**src/core/cbt_pkg.sv**
```systemverilog
// Purpose: shared constants and types for the bit-timing, timer and status block
// Assumes: AXI4-Lite register access, one 200 MHz clock
// Notes: offsets are byte-level indices; bus byte address is four times the index
package cbt_pkg;
  localparam int CBT_CLK_MHZ = 200;
  localparam logic [7:0] CBT_IDX_BAUD = 8'hE2;
  localparam logic [7:0] CBT_IDX_SYNC_PROP = 8'hE3;
  localparam logic [7:0] CBT_IDX_PHASE_SAMPLE = 8'hE4;
  localparam logic [7:0] CBT_IDX_TMR_PRESCALE = 8'hE5;
  localparam logic [7:0] CBT_IDX_TMR_COUNT = 8'hE6;
  localparam logic [7:0] CBT_IDX_TTC = 8'hE8;
  localparam logic [7:0] CBT_IDX_TEC = 8'hEA;
  localparam logic [7:0] CBT_IDX_REC = 8'hEB;
  localparam logic [7:0] CBT_IDX_TOP_SLOT = 8'hEC;
  localparam logic [7:0] CBT_IDX_CTRL = 8'hF8;
  localparam logic [7:0] CBT_IDX_FLAGS = 8'hF9;
  localparam int CBT_ADDR_W = 10;
  localparam logic [7:0] CBT_RST_BYTE = 8'h00;
  localparam logic [3:0] CBT_NO_SLOT = 4'hF;
  localparam int CBT_TMR_DIV = 8;
  localparam int CBT_SJW_LSB = 5;
  localparam int CBT_PRS_LSB = 1;
  localparam int CBT_PHASE_SEG_TWO_LSB = 4;
  localparam int CBT_PHASE_SEG_ONE_LSB = 1;
  localparam int CBT_SMP_BIT = 0;
  localparam logic [1:0] CBT_RESP_OKAY = 2'b00;
  localparam logic [1:0] CBT_RESP_SLVERR = 2'b10;
  localparam logic [8:0] CBT_BUS_OFF = 9'h100;
  localparam logic [7:0] CBT_PASSIVE = 8'h80;

  typedef enum logic [1:0] {
    CBT_SYNC = 2'b00,
    CBT_PROP = 2'b01,
    CBT_PH1 = 2'b11,
    CBT_PH2 = 2'b10
  } cbt_seg_t;

  typedef struct packed {
    logic awvalid;
    logic [CBT_ADDR_W-1:0] awaddr;
    logic wvalid;
    logic [31:0] wdata;
    logic [3:0] wstrb;
    logic bready;
    logic arvalid;
    logic [CBT_ADDR_W-1:0] araddr;
    logic rready;
  } cbt_axi_req_t;

  typedef struct packed {
    logic awready;
    logic wready;
    logic bvalid;
    logic [1:0] bresp;
    logic arready;
    logic rvalid;
    logic [31:0] rdata;
    logic [1:0] rresp;
  } cbt_axi_rsp_t;

  // fault-confinement events from the frame engine, one-cycle pulses
  typedef struct packed {
    logic txErr;
    logic txErrDominant;
    logic txOk;
    logic rxErr;
    logic rxErrPrimary;
    logic rxOk;
  } cbt_fault_ev_t;
endpackage : cbt_pkg

```
**src/core/cbt_core.sv**
```systemverilog
// Purpose: bit timing, bus timer, fault counters and top slot readback of a CAN controller
// Assumes: AXI4-Lite slave, synchronous active-high reset, all inputs synchronous to clk
// Notes: register space indexed by byte offset, one 32-bit word per index
//
// Chosen here: register access over AXI4-Lite.
`timescale 1ns/10ps
`default_nettype none
module cbt_core
  import cbt_pkg::*;
#(
  parameter int SLOTS = 6
)(
  input wire logic clk,
  input wire logic srst,
  input wire logic clkEn,
  input wire cbt_pkg::cbt_axi_req_t axiReq,
  output cbt_pkg::cbt_axi_rsp_t axiRsp,
  input wire logic busRx,
  input wire logic ctrlEnable,
  input wire logic ttcCapture,
  input wire cbt_pkg::cbt_fault_ev_t faultEv,
  input wire logic [SLOTS-1:0] slotIntStatus,
  output logic quantumTick,
  output logic samplePulse,
  output logic sampledBit,
  output logic bitStart,
  output logic timerWrapFlag,
  output logic [15:0] busTimerValue,
  output logic errorPassive,
  output logic busOff
);
  import cbt_pkg::*;

  // fifteen is the empty code, so at most fifteen slots can be named
  if (SLOTS < 1 || SLOTS > 15)
  begin : g_slots_bad
    $error("SLOTS must be 1 to 15");
  end

  typedef struct packed {
    logic [7:0] baud;
    logic [7:0] syncProp;
    logic [7:0] phaseSample;
    logic [7:0] tmrPrescale;
    logic [3:0] genBits;
    logic wrapFlag;
    logic [15:0] tmr;
    logic [15:0] ttc;
    logic [10:0] tmrDiv;
    logic [5:0] tqCnt;
    cbt_seg_t seg;
    logic [3:0] segCnt;
    logic [3:0] segLen;
    logic busPrev;
    logic [1:0] hist;
    logic sampleBit;
    logic resyncDone;
    logic [8:0] transmit_fault_counter;
    logic [7:0] receive_fault_counter;
    logic awHeld;
    logic [CBT_ADDR_W-1:0] awAddr;
    logic wHeld;
    logic [31:0] wData;
    logic [3:0] wStrb;
    logic bValid;
    logic [1:0] bResp;
    logic rValid;
    logic [31:0] rData;
    logic [1:0] rResp;
  } cbt_state_t;

  cbt_state_t state_r;
  cbt_state_t state_nxt;

  logic [5:0] baudPre;
  logic [2:0] sjwQ;
  logic [2:0] prsQ;
  logic [2:0] ph1Q;
  logic [2:0] ph2Q;
  logic smpMode;
  logic tqEnd;
  logic segEnd;
  logic fallEdge;
  logic [3:0] topSlot;
  logic [7:0] rdIdx;
  logic [7:0] wrIdx;
  logic [31:0] rdWord;
  logic rdHit;
  logic wrHit;
  logic majority;
  logic [10:0] tmrDivLast;

  assign baudPre = state_r.baud[6:1];
  assign sjwQ = {1'b0, state_r.syncProp[CBT_SJW_LSB +: 2]};
  assign prsQ = state_r.syncProp[CBT_PRS_LSB +: 3];
  assign ph2Q = state_r.phaseSample[CBT_PHASE_SEG_TWO_LSB +: 3];
  assign ph1Q = state_r.phaseSample[CBT_PHASE_SEG_ONE_LSB +: 3];
  assign smpMode = state_r.phaseSample[CBT_SMP_BIT];
  assign tqEnd = clkEn && (state_r.tqCnt == baudPre);
  assign segEnd = tqEnd && (state_r.segCnt >= state_r.segLen);
  // only recessive-to-dominant edges resync, once per bit
  assign fallEdge = state_r.busPrev && !busRx && !state_r.resyncDone;
  assign majority = (state_r.hist[1] & state_r.hist[0]) | (state_r.hist[1] & busRx) |
    (state_r.hist[0] & busRx);
  assign tmrDivLast = 11'(CBT_TMR_DIV) * ({3'b000, state_r.tmrPrescale} + 11'h001) - 11'h001;

  always_comb
  begin
    topSlot = CBT_NO_SLOT;
    for (int i = SLOTS - 1; i >= 0; i--)
    begin
      if (slotIntStatus[i])
        topSlot = 4'(i);
    end
  end

  assign rdIdx = axiReq.araddr[CBT_ADDR_W-1:2];
  assign wrIdx = state_r.awAddr[CBT_ADDR_W-1:2];

  always_comb
  begin
    rdHit = 1'b1;
    rdWord = 32'h0000_0000;
    case (rdIdx)
      CBT_IDX_BAUD: rdWord[7:0] = state_r.baud;
      CBT_IDX_SYNC_PROP: rdWord[7:0] = state_r.syncProp;
      CBT_IDX_PHASE_SAMPLE: rdWord[7:0] = state_r.phaseSample;
      CBT_IDX_TMR_PRESCALE: rdWord[7:0] = state_r.tmrPrescale;
      CBT_IDX_TMR_COUNT: rdWord[15:0] = state_r.tmr;
      CBT_IDX_TTC: rdWord[15:0] = state_r.ttc;
      CBT_IDX_TEC: rdWord[7:0] = state_r.transmit_fault_counter[8] ? 8'hFF : state_r.transmit_fault_counter[7:0];
      CBT_IDX_REC: rdWord[7:0] = state_r.receive_fault_counter;
      CBT_IDX_TOP_SLOT: rdWord[7:0] = {topSlot, state_r.genBits};
      CBT_IDX_FLAGS: rdWord[2:0] = {busOff, errorPassive, state_r.wrapFlag};
      default: rdHit = 1'b0;
    endcase
  end

  always_comb
  begin
    wrHit = 1'b1;
    case (wrIdx)
      CBT_IDX_BAUD, CBT_IDX_SYNC_PROP, CBT_IDX_PHASE_SAMPLE, CBT_IDX_TMR_PRESCALE,
      CBT_IDX_TOP_SLOT, CBT_IDX_FLAGS, CBT_IDX_TMR_COUNT, CBT_IDX_TTC, CBT_IDX_TEC,
      CBT_IDX_REC: wrHit = 1'b1;
      default: wrHit = 1'b0;
    endcase
  end

  always_comb
  begin
    state_nxt = state_r;
    if (clkEn)
    begin
      // bus slave
      if (axiReq.awvalid && !state_r.awHeld)
      begin
        state_nxt.awHeld = 1'b1;
        state_nxt.awAddr = axiReq.awaddr;
      end
      if (axiReq.wvalid && !state_r.wHeld)
      begin
        state_nxt.wHeld = 1'b1;
        state_nxt.wData = axiReq.wdata;
        state_nxt.wStrb = axiReq.wstrb;
      end
      if (state_r.awHeld && state_r.wHeld && !state_r.bValid)
      begin
        state_nxt.awHeld = 1'b0;
        state_nxt.wHeld = 1'b0;
        state_nxt.bValid = 1'b1;
        state_nxt.bResp = wrHit ? CBT_RESP_OKAY : CBT_RESP_SLVERR;
        if (state_r.wStrb[0])
        begin
          case (wrIdx)
            CBT_IDX_BAUD: state_nxt.baud = state_r.wData[7:0];
            CBT_IDX_SYNC_PROP: state_nxt.syncProp = state_r.wData[7:0];
            CBT_IDX_PHASE_SAMPLE: state_nxt.phaseSample = state_r.wData[7:0];
            CBT_IDX_TMR_PRESCALE: state_nxt.tmrPrescale = state_r.wData[7:0];
            CBT_IDX_TOP_SLOT: state_nxt.genBits = state_r.wData[3:0];
            default: state_nxt.genBits = state_nxt.genBits;
          endcase
        end
      end
      if (state_r.bValid && axiReq.bready)
        state_nxt.bValid = 1'b0;
      if (axiReq.arvalid && !state_r.rValid)
      begin
        state_nxt.rValid = 1'b1;
        state_nxt.rData = rdWord;
        state_nxt.rResp = rdHit ? CBT_RESP_OKAY : CBT_RESP_SLVERR;
      end
      if (state_r.rValid && axiReq.rready)
        state_nxt.rValid = 1'b0;

      // time base and capture
      if (ctrlEnable)
      begin
        if (state_r.tmrDiv >= tmrDivLast)
        begin
          state_nxt.tmrDiv = 11'h000;
          state_nxt.tmr = state_r.tmr + 16'h0001;
          if (state_r.tmr == 16'hFFFF)
            state_nxt.wrapFlag = 1'b1;
        end
        else
          state_nxt.tmrDiv = state_r.tmrDiv + 11'h001;
      end
      if (ttcCapture)
        state_nxt.ttc = state_r.tmr;
      // write-one clears; a wrap in the same cycle wins
      if (state_r.awHeld && state_r.wHeld && !state_r.bValid && wrIdx == CBT_IDX_FLAGS &&
          state_r.wStrb[0] && state_r.wData[0] &&
          !(ctrlEnable && state_r.tmrDiv >= tmrDivLast && state_r.tmr == 16'hFFFF))
        state_nxt.wrapFlag = 1'b0;

      // bit timing
      state_nxt.busPrev = busRx;
      state_nxt.hist = {state_r.hist[0], busRx};
      state_nxt.tqCnt = tqEnd ? 6'h00 : state_r.tqCnt + 6'h01;
      if (tqEnd)
        state_nxt.segCnt = state_r.segCnt + 4'h1;
      if (segEnd)
      begin
        state_nxt.segCnt = 4'h0;
        case (state_r.seg)
          CBT_SYNC:
          begin
            state_nxt.seg = CBT_PROP;
            state_nxt.segLen = {1'b0, prsQ};
          end
          CBT_PROP:
          begin
            state_nxt.seg = CBT_PH1;
            state_nxt.segLen = {1'b0, ph1Q};
          end
          CBT_PH1:
          begin
            state_nxt.seg = CBT_PH2;
            state_nxt.segLen = {1'b0, ph2Q};
            state_nxt.sampleBit = smpMode ? majority : busRx;
          end
          CBT_PH2:
          begin
            state_nxt.seg = CBT_SYNC;
            state_nxt.segLen = 4'h0;
            state_nxt.resyncDone = 1'b0;
          end
          default:
          begin
            state_nxt.seg = CBT_SYNC;
            state_nxt.segLen = 4'h0;
          end
        endcase
      end
      if (fallEdge && state_r.seg != CBT_SYNC)
      begin
        state_nxt.resyncDone = 1'b1;
        if (state_r.seg == CBT_PH2)
        begin
          // edge late in phase two: shorten by up to the jump width
          state_nxt.seg = CBT_SYNC;
          state_nxt.segLen = 4'h0;
          state_nxt.segCnt = 4'h0;
          state_nxt.tqCnt = 6'h00;
          state_nxt.resyncDone = 1'b0;
          if ({1'b0, ph2Q} - state_r.segCnt > {1'b0, sjwQ})
          begin
            state_nxt.seg = CBT_PH2;
            state_nxt.segLen = {1'b0, ph2Q} - {1'b0, sjwQ} - 4'h1;
            state_nxt.segCnt = state_r.segCnt;
            state_nxt.tqCnt = state_r.tqCnt;
            state_nxt.resyncDone = 1'b1;
          end
        end
        else if (!segEnd || state_r.seg == CBT_PROP)
        begin
          // late edge: push the sample point back by the full jump width, not capped by
          // the phase error; stretching propagation moves it just as phase one would
          state_nxt.segLen = state_nxt.segLen + {1'b0, sjwQ} + 4'h1;
        end
      end

      // fault confinement
      if (faultEv.txErr)
        state_nxt.transmit_fault_counter = (state_r.transmit_fault_counter > 9'h1F7) ? CBT_BUS_OFF : state_r.transmit_fault_counter + 9'h008;
      else if (faultEv.txOk && state_r.transmit_fault_counter != 9'h000 && !state_r.transmit_fault_counter[8])
        state_nxt.transmit_fault_counter = state_r.transmit_fault_counter - 9'h001;
      if (faultEv.rxErrPrimary)
        state_nxt.receive_fault_counter = (state_r.receive_fault_counter > 8'hF7) ? 8'hFF : state_r.receive_fault_counter + 8'h08;
      else if (faultEv.rxErr)
        state_nxt.receive_fault_counter = (state_r.receive_fault_counter == 8'hFF) ? 8'hFF : state_r.receive_fault_counter + 8'h01;
      else if (faultEv.rxOk)
        state_nxt.receive_fault_counter = (state_r.receive_fault_counter > CBT_PASSIVE) ? 8'h7F :
          (state_r.receive_fault_counter == 8'h00 ? 8'h00 : state_r.receive_fault_counter - 8'h01);
    end
  end

  always_ff @(posedge clk)
  begin
    if (srst)
    begin
      state_r <= '0;
      state_r.seg <= CBT_SYNC;
    end
    else
      state_r <= state_nxt;
  end

  assign axiRsp.awready = clkEn && !state_r.awHeld;
  assign axiRsp.wready = clkEn && !state_r.wHeld;
  assign axiRsp.bvalid = state_r.bValid;
  assign axiRsp.bresp = state_r.bResp;
  assign axiRsp.arready = clkEn && !state_r.rValid;
  assign axiRsp.rvalid = state_r.rValid;
  assign axiRsp.rdata = state_r.rData;
  assign axiRsp.rresp = state_r.rResp;
  assign quantumTick = tqEnd;
  assign samplePulse = segEnd && state_r.seg == CBT_PH1;
  assign sampledBit = state_r.sampleBit;
  assign bitStart = segEnd && state_r.seg == CBT_PH2;
  assign timerWrapFlag = state_r.wrapFlag;
  assign busTimerValue = state_r.tmr;
  assign errorPassive = state_r.transmit_fault_counter > 9'h07F || state_r.receive_fault_counter > 8'h7F;
  assign busOff = state_r.transmit_fault_counter[8];
endmodule : cbt_core
`default_nettype wire

```
**config.mk**
```make
export PLATFORM = sky130hd
export DESIGN_NAME = cbt_core
export DESIGN_NICKNAME = d
export VERILOG_FILES = /design/src/core/cbt_pkg.sv /design/src/core/cbt_core.sv
export SDC_FILE = /design/constraint.sdc
export NUM_CORES = 1
export LEC_CHECK = 0
export ABC_CLOCK_PERIOD_IN_PS = 5400
export BUFFER_PORTS_ARGS = -buffer_cell sky130_fd_sc_hd__buf_4
export CAP_MARGIN = 40
export CELL_PAD_IN_SITES_DETAIL_PLACEMENT = 2
export CELL_PAD_IN_SITES_GLOBAL_PLACEMENT = 2
export CORE_ASPECT_RATIO = 0.5
export CORE_UTILIZATION = 36
export CTS_CLUSTER_SIZE = 25
export DETAILED_ROUTE_END_ITERATION = 7
export GPL_TIMING_DRIVEN = 0
export HOLD_SLACK_MARGIN = 0.08
export PLACE_DENSITY = 0.95
export SLEW_MARGIN = 25
export SYNTH_ARGS = -nofsm -noshare
export SYNTH_HDL_FRONTEND = slang
export SYNTH_SLANG_ARGS = --single-unit
```
**constraint.sdc**
```tcl
create_clock -name clk -period 5.4 [get_ports clk]
set_input_delay 0.27 -clock clk [delete_from_list [all_inputs] [get_ports clk]]
set_output_delay 0.27 -clock clk [all_outputs]
set_load 0.02 [all_outputs]
```
==> impl_metrics.py <==
metrics = {
    "run_status": {
        "outcome": "finished, violations left",
        "violations": "DRC",
    },
    "yosys": {
        "yosysMostFrequentCell": "dfxtp_1",
        "synthMuxAreaShare_pct": 5.00,
        "synth.distinct_cells": 76,
        "synth_cells": 1190,
        "syn_area_mm2": 0.00943,
        "avgSynthCellArea_um2": 7.93,
        "yosys.area_share.xor_xnor_pct": 4.09,
        "synth_compound_area_share_pct": 20.2,
        "synth_top_family_by_area": "simple AND/OR/NAND/NOR gates",
        "synthFlopType": "dfxtp_1",
        "ys_seq_area_share_pct": 33.1,
        "synth_edf_count": 0,
        "synth_top_area_share_pct": 33.1,
        "synth-adder-area-share_pct": 5.97,
        "synth-simple-area-share_pct": 22.9,
        "synth_top_cell_by_area": "dfxtp_1",
        "ys_top_cells_by_area": "dfxtp_1 33%, a21oi_1 5.9%, nor2_1 5.5%",
        "synth_common_cells": "156 x dfxtp_1, 137 x nor2_1, 117 x nand2_1",
        "ys_warn_count": 0,
        "synth-async-reset-ratio_pct": 0,
        "ys_seq_elements": 156,
    },
    "routing": {
        "vias_per_cell": 6.30,
        "ant_nets": 0,
        "vias": 10602,
        "totalWireLength_um": 48100,
        "wl_met3_um": 3400,
        "m1WireLength_um": 19100,
        "wire_per_inst_um": 28.5,
        "met2_length_um": 23400,
        "dr.pass1.iters": 7,
        "drtIter0Drc": 1072,
        "drc_errors": 2,
        "top_layer": "met4",
    },
    "job": {
        "cap_violations": 0,
    },
    "power": {
        "p_switching_w": 0.00104,
        "peakVddDrop_mv": 0.194,
        "switching_share_pct": 33.9,
        "pwr-share-clk_pct": 40.9,
        "comb_power_share_pct": 19.0,
        "total_power_w": 0.00307,
        "internal_power_w": 0.00203,
        "powerDensity_mw_per_mm2": 272,
        "p_seq_share_pct": 40.1,
        "p_leak_nw": 4.33,
    },
    "timing": {
        "relSlewSlack_pct": 35.3,
        "tightest_slew_ns": 0.970,
        "holdWs_ns": 0.0769,
        "finalCritPeriodShare_pct": 87.6,
        "hold_viol_final": 0,
        "setup_viol": 0,
        "fin_crit_ns": 4.73,
        "rsz0062_at_grt": "false",
        "fmax_mhz": 211,
        "slew_violations": 0,
        "finClkSkew_ns": 0.0182,
        "tns_ns": 0,
    },
    "clock_network": {
        "cts_buffers": 17,
        "cts_root_buf": "clkbuf_16",
        "cts_sinks": 156,
        "cts_hold_buffers": 7,
        "clk_latency_ns": 0.47,
        "cts-resized-gates": 0,
        "cts_setup_buffers": 0,
        "clockBufferDepth": 2,
        "cts_tree": "yes",
        "htree_levels": 4,
        "clk_pin_slew_worst_paths_ns": 0.08,
    },
    "placement": {
        "gp_congestion": 0.953,
        "port_buffers": 88,
        "hpwl_um": 31800,
        "placed_cells": 1641,
    },
    "global_route": {
        "grt_overflow": 0,
        "grt_max_degree": 17,
        "grt_pass1_wl_um": 72600,
        "antenna_found_initial": 0,
        "grt_use_total_pct": 36.0,
        "grt_pass1_vias": 11487,
    },
    "floorplan": {
        "die_h_um": 116,
        "fp.coreArea_mm2": 0.0254,
        "start_util_pct": 37.1,
        "die_w_um": 231,
        "rows": 41,
        "die-area_mm2": 0.0269,
        "io_pins": 143,
    },
    "setup_path": {
        "critPathArrivalTime_ns": 5.11,
        "worstSetupEndpointType": "flop",
        "path_class": "flop to flop",
        "critPathLaunchType": "flop",
        "crit_required_ns": 5.78,
        "path_max_fanout": 10,
    },
    "worst_hold_path": {
        "hold_path.class": "input port to flop",
    },
    "layout": {
        "nets": 1446,
        "area_delta_synth_final_pct": 19.4,
        "utilization_pct": 44.3,
        "n_antenna_cell": 0,
        "drive_gt1_share_pct": 14.6,
        "post_layout_nonfiller_instances": 1684,
    },
}
## per-stage QoR
step	worst slack [ns]	area, um2
CTS	0.903	11200
floorplan	2.07	9500
detailed placement	1.24	10600
global placement	1.59	10600
finish	0.667	11300
global route	0.649	11300
## layer usage
metal	vias up	GRT usage [%]
li1	4485	-
met1	5353	42.0
met2	587	62.2
met3	177	8.08
met4	0	20.1
met5	-	0
## sequential cells by signal (all words and copies together) (netlist names), named ones only
name,cells
axiRsp,20
prsQ,3
busTimerValue,16
ph2Q,3
sampledBit,1
ph1Q,3
sjwQ,2
busOff,1
timerWrapFlag,1
baudPre,6
smpMode,1
state_r,98
## critical path, cell delays in order (launching register included)
cell and delay [ns]:
dfxtp_1 0.44, clkbuf_1 0.41, and3_1 0.27, a31oi_1 0.13, nor4_1 0.61, nor4b_1 0.41
nor2_1 0.11, xor2_1 0.17, ha_1 0.32, nand4_1 0.17, nor2_1 0.07, nor2_1 0.16
o311a_4 0.29, buf_6 0.16, clkbuf_1 0.45, o21ai_0 0.21, a21oi_1 0.25
## cells by family (layout without fill, tap and decap cells)
kind of cell    after synthesis  after routing
xor+xnor                     44             44
flops                       156            156
simple gates                446            446
other cells                   1             18
buf+inv                     159            292
compound gates              293            293
fa+ha+maj                    44             44
mux                          47             47
## power groups by stage
stage	clock network (W)	logic (W)	registers, W
CTS	0.00124	0.000564	0.00123
global route	0.00129	0.000617	0.00123
detailed placement	0	0.000534	0.00125
global placement	0	0.000490	0.00125
finish	0.00126	0.000582	0.00123
floorplan	0	0.000342	0.00124
## placed cells by master, fill, tap and decap left out, types with 8 or more instances in the layout
cell / count
mux2i_1: 46
nor3_1: 33
xor2_1: 21
nand2b_1: 9
nand4_1: 21
a221oi_1: 14
a21oi_1: 112
a22o_1: 8
inv_1: 35
clkbuf_1: 57
ha_1: 37
and3_1: 11
or3_1: 8
nand2_1: 117
or4_1: 12
o21ai_0: 45
nor2b_1: 11
nor2_1: 137
clkbuf_16: 17
a31oi_1: 8
nand3_1: 47
o31ai_1: 15
dfxtp_1: 156
xnor2_1: 23
a211oi_1: 9
buf_4: 143
conb_1: 18
## layout make-up
type / instances / area [um2]
Timing Repair Buffer: 101 / 778
Sequential cell: 156 / 3120
Multi-Input combinational cell: 892 / 5550
Tap cell: 344 / 430
Fill cell: 2892 / 14200
Inverter: 37 / 139
Buffer: 122 / 679
Clock buffer: 21 / 450
Clock inverter: 11 / 109
## final timing paths
path                start          endpoint  slack, ns  depth (start not counted)
max reg2reg  state_r[172]  busTimerValue[2]       0.67                         16
min reg2reg   state_r[82]       state_r[82]       0.48                          2
max          state_r[172]  busTimerValue[2]       0.67                         16
min            axiReq[59]       state_r[84]       0.08                          3
No activity file was read; power rests on OpenSTA's default activity.
